**src/hw/ira_consts.vh**
```
// Purpose: shared constants of the i2c alias remap block
// Assumes: register index times four gives the axi byte address
// Notes: definitions only
`ifndef IRA_CONSTS_VH
`define IRA_CONSTS_VH

// ----------------------------------------
// register indexes (byte address = 4 * index)
// ----------------------------------------
`define IRA_TGT_BASE_IDX 10'h039
`define IRA_TGT6_IDX 10'h03f
`define IRA_TGT7_IDX 10'h040
`define IRA_ALIAS_BASE_IDX 10'h041
`define IRA_ALIAS0_IDX 10'h041
`define IRA_ALIAS1_IDX 10'h042
`define IRA_ALIAS2_IDX 10'h043
`define IRA_STATUS_IDX 10'h049

// ----------------------------------------
// field layout and reset values
// ----------------------------------------
`define IRA_ADDR_MSB 7
`define IRA_ADDR_LSB 1
`define IRA_AUTO_ACK_BIT 0
`define IRA_ADDR_RESET 7'h00
`define IRA_AUTO_RESET 1'h0
`define IRA_ALIAS_OFF 7'h00

// ----------------------------------------
// axi responses and decode kinds
// ----------------------------------------
`define IRA_RESP_OKAY 2'h0
`define IRA_RESP_SLVERR 2'h2
`define IRA_KIND_NONE 2'h0
`define IRA_KIND_TGT 2'h1
`define IRA_KIND_ALIAS 2'h2
`define IRA_KIND_STATUS 2'h3

`endif

```
**src/hw/ira_alias_match.v**
```verilog
// Purpose: compare an i2c address against every alias entry
// Assumes: entries packed 7 bits each, entry 0 in the low bits
// Notes: lowest matching index wins when aliases collide
`timescale 1ns/1ps
`default_nettype none
`include "ira_consts.vh"

module ira_alias_match #(
  parameter N = 8,
  parameter IDX_W = 3
) (
  input wire [7*N-1:0] alias_vec,
  input wire [7*N-1:0] tgt_vec,
  input wire [N-1:0] auto_vec,
  input wire [6:0] addr,
  output reg hit,
  output reg [IDX_W-1:0] hit_idx,
  output reg [6:0] hit_tgt,
  output reg hit_auto
);

  integer i;

  // ----------------------------------------
  // priority search, scanned high to low
  // ----------------------------------------
  always @*
  begin
    hit = 1'b0;
    hit_idx = {IDX_W{1'b0}};
    hit_tgt = 7'h00;
    hit_auto = 1'b0;
    for (i = N - 1; i >= 0; i = i - 1)
    begin
      // a zero alias never matches, so that entry is off
      if (alias_vec[7*i +: 7] != `IRA_ALIAS_OFF && alias_vec[7*i +: 7] == addr)
      begin
        hit = 1'b1;
        hit_idx = i[IDX_W-1:0];
        hit_tgt = tgt_vec[7*i +: 7];
        hit_auto = auto_vec[i];
      end
    end
  end

endmodule
`default_nettype wire

```
**src/hw/ira_remap_top.v**
```verilog
// Purpose: i2c alias decoder and remapper with axi4-lite registers
// Assumes: local i2c target logic presents one address phase at a time
// Notes: one request in flight; remote answer returns on rem_valid
//
// Overview of operation
// - each entry holds a 7-bit physical target address in bits 7:1, bit 0 zero
// - a matched alias address is replaced by the physical address before forwarding
// - each entry holds a 7-bit alias in bits 7:1 compared with incoming addresses
// - an alias of zero disables its entry entirely
// - alias entry n is paired with physical address entry n
// - auto-acknowledge bit set acks every write regardless of lock or remote ack
//
// Register access over AXI4-Lite was chosen for this implementation.
`timescale 1ns/1ps
`default_nettype none
`include "ira_consts.vh"

module ira_remap_top #(
  parameter N = 8,
  parameter IDX_W = 3,
  parameter AW = 12
) (
  input wire aclk,
  input wire aresetn,
  input wire [AW-1:0] s_axi_awaddr,
  input wire s_axi_awvalid,
  output wire s_axi_awready,
  input wire [31:0] s_axi_wdata,
  input wire [3:0] s_axi_wstrb,
  input wire s_axi_wvalid,
  output wire s_axi_wready,
  output reg [1:0] s_axi_bresp,
  output reg s_axi_bvalid,
  input wire s_axi_bready,
  input wire [AW-1:0] s_axi_araddr,
  input wire s_axi_arvalid,
  output wire s_axi_arready,
  output reg [31:0] s_axi_rdata,
  output reg [1:0] s_axi_rresp,
  output reg s_axi_rvalid,
  input wire s_axi_rready,
  input wire req_valid,
  output wire req_ready,
  input wire [6:0] req_addr,
  input wire req_rnw,
  output wire ans_valid,
  output reg ans_ack,
  output reg ans_miss,
  output wire fwd_valid,
  input wire fwd_ready,
  output reg [6:0] fwd_addr,
  output reg fwd_rnw,
  input wire rem_valid,
  input wire rem_ack,
  input wire link_locked
);

  // ----------------------------------------
  // states
  // ----------------------------------------
  localparam ST_IDLE = 4'h1;
  localparam ST_FWD = 4'h2;
  localparam ST_WAIT = 4'h4;
  localparam ST_ANS = 4'h8;

  reg [3:0] state_reg;
  reg auto_cur_reg;
  reg last_hit_reg;
  reg last_ack_reg;
  reg [IDX_W-1:0] last_idx_reg;
  reg [7*N-1:0] tgt_vec_reg;
  reg [7*N-1:0] alias_vec_reg;
  reg [N-1:0] auto_vec_reg;
  reg aw_held_reg;
  reg w_held_reg;
  reg [AW-1:0] aw_addr_reg;
  reg [31:0] w_data_reg;
  reg [3:0] w_strb_reg;

  wire m_hit;
  wire [IDX_W-1:0] m_idx;
  wire [6:0] m_tgt;
  wire m_auto;

  // ----------------------------------------
  // address decode helpers
  // ----------------------------------------
  function [1:0] reg_kind;
    input [AW-1:0] a;
    reg [9:0] idx;
    begin
      idx = a[11:2];
      reg_kind = `IRA_KIND_NONE;
      if (a[1:0] == 2'h0)
      begin
        if (idx >= `IRA_TGT_BASE_IDX && idx < `IRA_TGT_BASE_IDX + N)
          reg_kind = `IRA_KIND_TGT;
        else if (idx >= `IRA_ALIAS_BASE_IDX && idx < `IRA_ALIAS_BASE_IDX + N)
          reg_kind = `IRA_KIND_ALIAS;
        else if (idx == `IRA_STATUS_IDX)
          reg_kind = `IRA_KIND_STATUS;
      end
    end
  endfunction

  function [IDX_W-1:0] reg_entry;
    input [AW-1:0] a;
    reg [9:0] off;
    begin
      if (reg_kind(a) == `IRA_KIND_TGT)
        off = a[11:2] - `IRA_TGT_BASE_IDX;
      else
        off = a[11:2] - `IRA_ALIAS_BASE_IDX;
      reg_entry = off[IDX_W-1:0];
    end
  endfunction

  // ----------------------------------------
  // axi write channel
  // ----------------------------------------
  wire wr_fire = aw_held_reg && w_held_reg && !s_axi_bvalid;
  wire [1:0] wr_kind = reg_kind(aw_addr_reg);
  wire [IDX_W-1:0] wr_ent = reg_entry(aw_addr_reg);
  // only byte lane 0 carries register bits
  wire wr_lane0 = wr_fire && w_strb_reg[0];

  assign s_axi_awready = !aw_held_reg && !s_axi_bvalid;
  assign s_axi_wready = !w_held_reg && !s_axi_bvalid;

  // address and data may arrive in either order
  always @(posedge aclk)
  begin
    if (!aresetn)
    begin
      aw_held_reg <= 1'b0;
      w_held_reg <= 1'b0;
      aw_addr_reg <= {AW{1'b0}};
      w_data_reg <= 32'h00000000;
      w_strb_reg <= 4'h0;
      s_axi_bvalid <= 1'b0;
      s_axi_bresp <= `IRA_RESP_OKAY;
    end
    else
    begin
      if (s_axi_awvalid && s_axi_awready)
      begin
        aw_held_reg <= 1'b1;
        aw_addr_reg <= s_axi_awaddr;
      end
      if (s_axi_wvalid && s_axi_wready)
      begin
        w_held_reg <= 1'b1;
        w_data_reg <= s_axi_wdata;
        w_strb_reg <= s_axi_wstrb;
      end
      if (wr_fire)
      begin
        aw_held_reg <= 1'b0;
        w_held_reg <= 1'b0;
        s_axi_bvalid <= 1'b1;
        // status is read only, so a write there is refused too
        s_axi_bresp <= (wr_kind == `IRA_KIND_TGT || wr_kind == `IRA_KIND_ALIAS) ?
                       `IRA_RESP_OKAY : `IRA_RESP_SLVERR;
      end
      else if (s_axi_bvalid && s_axi_bready)
        s_axi_bvalid <= 1'b0;
    end
  end

  // ----------------------------------------
  // entry registers
  // ----------------------------------------
  genvar g;
  generate
    for (g = 0; g < N; g = g + 1)
    begin : g_entry
      always @(posedge aclk)
      begin
        if (!aresetn)
        begin
          tgt_vec_reg[7*g +: 7] <= `IRA_ADDR_RESET;
          alias_vec_reg[7*g +: 7] <= `IRA_ADDR_RESET;
          auto_vec_reg[g] <= `IRA_AUTO_RESET;
        end
        else if (wr_lane0 && wr_ent == g)
        begin
          if (wr_kind == `IRA_KIND_TGT)
            tgt_vec_reg[7*g +: 7] <= w_data_reg[`IRA_ADDR_MSB:`IRA_ADDR_LSB];
          if (wr_kind == `IRA_KIND_ALIAS)
          begin
            alias_vec_reg[7*g +: 7] <= w_data_reg[`IRA_ADDR_MSB:`IRA_ADDR_LSB];
            auto_vec_reg[g] <= w_data_reg[`IRA_AUTO_ACK_BIT];
          end
        end
      end
    end
  endgenerate

  // ----------------------------------------
  // axi read channel
  // ----------------------------------------
  wire [1:0] rd_kind = reg_kind(s_axi_araddr);
  wire [IDX_W-1:0] rd_ent = reg_entry(s_axi_araddr);

  assign s_axi_arready = !s_axi_rvalid;

  // read data registered, answer one cycle after the address
  always @(posedge aclk)
  begin
    if (!aresetn)
    begin
      s_axi_rvalid <= 1'b0;
      s_axi_rdata <= 32'h00000000;
      s_axi_rresp <= `IRA_RESP_OKAY;
    end
    else if (s_axi_arvalid && s_axi_arready)
    begin
      s_axi_rvalid <= 1'b1;
      s_axi_rresp <= `IRA_RESP_OKAY;
      case (rd_kind)
        `IRA_KIND_TGT:
          s_axi_rdata <= {24'h000000, tgt_vec_reg[7*rd_ent +: 7], 1'b0};
        `IRA_KIND_ALIAS:
          s_axi_rdata <= {24'h000000, alias_vec_reg[7*rd_ent +: 7], auto_vec_reg[rd_ent]};
        `IRA_KIND_STATUS:
          s_axi_rdata <= {26'h0000000, last_ack_reg, last_hit_reg, last_idx_reg,
                          state_reg != ST_IDLE};
        default:
        begin
          s_axi_rdata <= 32'h00000000;
          s_axi_rresp <= `IRA_RESP_SLVERR;
        end
      endcase
    end
    else if (s_axi_rvalid && s_axi_rready)
      s_axi_rvalid <= 1'b0;
  end

  // ----------------------------------------
  // alias lookup
  // ----------------------------------------
  ira_alias_match #(
    .N(N),
    .IDX_W(IDX_W)
  ) u_match (
    .alias_vec(alias_vec_reg),
    .tgt_vec(tgt_vec_reg),
    .auto_vec(auto_vec_reg),
    .addr(req_addr),
    .hit(m_hit),
    .hit_idx(m_idx),
    .hit_tgt(m_tgt),
    .hit_auto(m_auto)
  );

  // ----------------------------------------
  // request sequencer
  // ----------------------------------------
  assign req_ready = state_reg == ST_IDLE;
  assign fwd_valid = state_reg == ST_FWD;
  assign ans_valid = state_reg == ST_ANS;

  // auto-acked writes still go out when the link is up, but
  // the answer waits only for fwd_ready, never for rem_valid
  always @(posedge aclk)
  begin
    if (!aresetn)
    begin
      state_reg <= ST_IDLE;
      auto_cur_reg <= 1'b0;
      fwd_addr <= 7'h00;
      fwd_rnw <= 1'b0;
      ans_ack <= 1'b0;
      ans_miss <= 1'b0;
      last_hit_reg <= 1'b0;
      last_ack_reg <= 1'b0;
      last_idx_reg <= {IDX_W{1'b0}};
    end
    else
    begin
      case (state_reg)
        ST_IDLE:
          if (req_valid)
          begin
            last_hit_reg <= m_hit;
            last_idx_reg <= m_idx;
            fwd_addr <= m_tgt;
            fwd_rnw <= req_rnw;
            auto_cur_reg <= m_auto && !req_rnw;
            if (!m_hit)
            begin
              ans_ack <= 1'b0;
              ans_miss <= 1'b1;
              state_reg <= ST_ANS;
            end
            else if (!link_locked)
            begin
              ans_ack <= m_auto && !req_rnw;
              ans_miss <= 1'b0;
              state_reg <= ST_ANS;
            end
            else
              state_reg <= ST_FWD;
          end
        ST_FWD:
          if (fwd_ready)
          begin
            if (auto_cur_reg)
            begin
              ans_ack <= 1'b1;
              ans_miss <= 1'b0;
              state_reg <= ST_ANS;
            end
            else
              state_reg <= ST_WAIT;
          end
        ST_WAIT:
          if (rem_valid)
          begin
            ans_ack <= rem_ack;
            ans_miss <= 1'b0;
            state_reg <= ST_ANS;
          end
        ST_ANS:
        begin
          last_ack_reg <= ans_ack;
          state_reg <= ST_IDLE;
        end
        default:
          state_reg <= ST_IDLE;
      endcase
    end
  end

endmodule
`default_nettype wire

```
**config.mk**
```make
export PLATFORM = sky130hd
export DESIGN_NAME = ira_remap_top
export DESIGN_NICKNAME = d
export VERILOG_FILES = /design/src/hw/ira_alias_match.v /design/src/hw/ira_remap_top.v
export VERILOG_INCLUDE_DIRS = /design/src /design/src/hw
export SDC_FILE = /design/constraint.sdc
export NUM_CORES = 1
export LEC_CHECK = 0
export BUFFER_PORTS_ARGS = -buffer_cell sky130_fd_sc_hd__buf_2
export CORE_MARGIN = 2
export CORE_UTILIZATION = 50
export CTS_CLUSTER_DIAMETER = 200
export DETAILED_ROUTE_END_ITERATION = 8
export GPL_TIMING_DRIVEN = 1
export HOLD_SLACK_MARGIN = 0.03
export PLACE_DENSITY_LB_ADDON = 0.2
export SYNTH_ARGS = -nofsm -noshare
export SYNTH_HDL_FRONTEND = slang
export SYNTH_SLANG_ARGS = --single-unit
```
**constraint.sdc**
```tcl
create_clock -name aclk -period 3.2 [get_ports aclk]
set_clock_uncertainty 0.2 [all_clocks]
set_input_delay 0.64 -clock aclk [delete_from_list [all_inputs] [get_ports aclk]]
set_output_delay 0.64 -clock aclk [all_outputs]
set_load 0.005 [all_outputs]
```
==> flow_metrics.tcl <==
set metrics [dict create \
    setup_total_negative_slack_ps 0 \
    nets 1217 \
    path_cells "nor2_1, nand2_1, and3_1, o21a_1, ha_1, nand3_1, nor2_1, nand2_1, mux2i_1, nor2_1" \
    reg2reg_to "tgt_vec_reg[28]" \
    r2r_slack_ps 210 \
    via_count 8116 \
    dieArea_mm2 0.0198 \
    synth-seq-cells 175 \
    dr.pass1.iters 5 \
    setup_violations 0 \
    drt_iter0_markers 745 \
    antenna_found_initial 0 \
    syn_inst 1057 \
    gp_congestion 0.950 \
    synth_area_leaders "dfxtp_1 38%, mux2i_1 16%, nor2_1 8.0%, nand2_1 3.7%, mux4_2 3.4%" \
    yosysTopAreaCell "dfxtp_1" \
    synth-main-ff-cell "dfxtp_1" \
    async_flop_share_pct 0 \
    ir_worst_vdd_mv 0.380 \
    p_leak_uw 0.00487 \
    fmax_mhz 334 \
    hold_ws_ps 196 \
    cts_buffers 17 \
    cts_hold_buf 0 \
    seq_area_frac_synth_pct 37.5 \
    hold_end "s_axi_rvalid" \
    drc 0 \
    portBuffers 80 \
    cts.clk_slew.worst_paths_ps 70 \
    fin_crit_ps 2990 \
    cts_tree "yes" \
    syn_area_mm2 0.00934 \
    end_kind "register" \
    insertedDiodeCount 0 \
    htreeDepth 4 \
    slowest_delay_ps 560 \
    cp_max_fo 11 \
    start_kind "register" \
    cp.required_ps 3290 \
    yosysWarnings 0 \
    critPathBufInv 0 \
    cp_top_family "simple AND/OR/NAND/NOR gates" \
    layout-drive-gt1-share_pct 16.6 \
    yosysMostFrequentCell "nor2_1" \
    syn2layout_area_growth_pct 14.3 \
    holdCritPathClass "in -> reg" \
    vias_per_cell 5.91 \
    fp.dieW_um 141 \
    postLayoutCoreUtil_pct 58.8 \
    core_mm2 0.0181 \
    max-cap-violations 0 \
    io_pins 134 \
    antenna_left 0 \
    grt_max_degree 129 \
    rsz0062_at_grt "true" \
    hp-start "s_axi_rready" \
    path_class "reg -> reg" \
    grt_pass1_wl_um 43700 \
    cts_resized 0 \
    rows 49 \
    slew_headroom_pct 32.7 \
    cp.arrival_ps 3080 \
    cts_buffer_depth 2 \
    post_cts_buffers 0 \
    worstMarginPinSlew_ps 1010 \
    ff2ff_path_depth 10 \
    root_buffer "clkbuf_16" \
    synth.distinct_cells 65 \
    dp_hpwl_um 19900 \
    clock_sinks 175 \
    grt_pass1_vias 7621 \
    clock_latency_ps 430 \
    total_power_uw 5180 \
    die_y_um 141 \
    grt.total_usage_pct 28.7 \
    hold_viol_final 0 \
    grt-ovfl-total 0 \
    detail_route.wl_per_cell_um 20.5 \
    r2r_start "aw_addr_reg[3]" \
    cpMostUsedCell "nor2_1" \
    drv_slew 0 \
    synth_top_area_share_pct 37.5 \
    routed_wl_um 28100 \
    slowest_stage "dfxtp_1" \
    synth_common_cells "198 x nor2_1, 175 x dfxtp_1, 147 x mux2i_1" \
    power-per-cell-area_mw_per_mm2 485 \
    status "finished, final reports clean" \
    avgSynthCellArea_um2 8.84 \
    min_delay_path_depth 2 \
    fin_crit_sh_pct 93.5 \
    synth_edf_count 0 \
    start_util_pct 51.5 \
    nFillCells 1624 \
]
-- cells in the final DEF, fill, tap and decap left out, types with 7 or more instances in the layout --
cell type / instances
nand2_1: 91
nor4_1: 11
dfxtp_1: 174
nor3_1: 16
a21oi_1: 62
mux2i_1: 147
nor3_2: 7
buf_2: 80
xnor2_1: 32
xor2_1: 23
and3_1: 16
conb_1: 26
clkbuf_16: 17
mux4_2: 14
inv_1: 13
a211oi_1: 7
a22oi_1: 7
a221oi_1: 12
nor2_1: 198
nand3_1: 9
o21ai_0: 18
buf_4: 43
nand4_1: 8
-- logic make-up after synthesis --
| logic type | Yosys count | share of synthesized area (%) |
|---|---|---|
| AO/OA/AOI/OAI | 158 | 11.9 |
| XOR/XNOR | 55 | 5.16 |
| adder cells (fa/ha/maj) | 4 | 0.536 |
| buffers and inverters | 108 | 5.73 |
| flip-flops | 175 | 37.5 |
| multiplexers | 165 | 20.3 |
| other | 1 | 0.0402 |
| AND/OR/NAND/NOR | 391 | 18.9 |
-- area by class of cell --
cell class	instances	area (um^2)	share of cell area (%)
sequential	175	3500	32.8
clock buffer	21	470	4.41
tap	229	287	2.68
multi-input combinational	799	5400	50.6
inverter	14	55.1	0.516
timing repair buffer	126	783	7.33
clock inverter	9	180	1.69
-- through the flow --
step | cells | worst slack [ps] | area (um^2)
3_3_place_gp | 1343 | -72.2 | 10000
3_5_place_dp | 1343 | -95.5 | 10000
5_1_grt | 1373 | -36.5 | 10700
4_1_cts | 1373 | 212 | 10700
6_report | 1373 | 207 | 10700
2_1_floorplan | 1082 | 13.3 | 9440
-- layer usage --
metal	GRT usage [%]	part of all wire, %	vias up
li1	-	-	3821
met1	40.1	45	3897
met2	43.8	44	356
met3	7.03	8.9	42
met4	9.00	2.4	0
met5	0	0	-
-- power by group --
part	switching (uW)	internal, uW	total, uW
logic	336	198	534
clock network	885	1450	2330
registers	88.2	2230	2310
-- worst reg2reg max path, stage by stage, from the launching register on --
cell     delay, ps
dfxtp_1        560
nor2_1         140
nand2_1        160
and3_1         170
o21a_1         160
ha_1           160
nand3_1        210
nor2_1         360
nand2_1        400
mux2i_1        270
nor2_1          70
-- worst max path at each step --
stage	from	endpoint	slack [ps]	cells past startpoint
2_1_floorplan	s_axi_araddr[2]	s_axi_rdata[7]	10	10
3_3_place_gp	s_axi_araddr[2]	s_axi_rdata[1]	-70	14
3_5_place_dp	s_axi_araddr[2]	s_axi_rdata[1]	-100	14
4_1_cts	aw_addr_reg[4]	tgt_vec_reg[46]	210	10
5_1_grt	aw_addr_reg[3]	tgt_vec_reg[28]	-40	10
6_report	aw_addr_reg[3]	tgt_vec_reg[28]	210	10
Note: power is estimated with default switching activity, not from simulation.
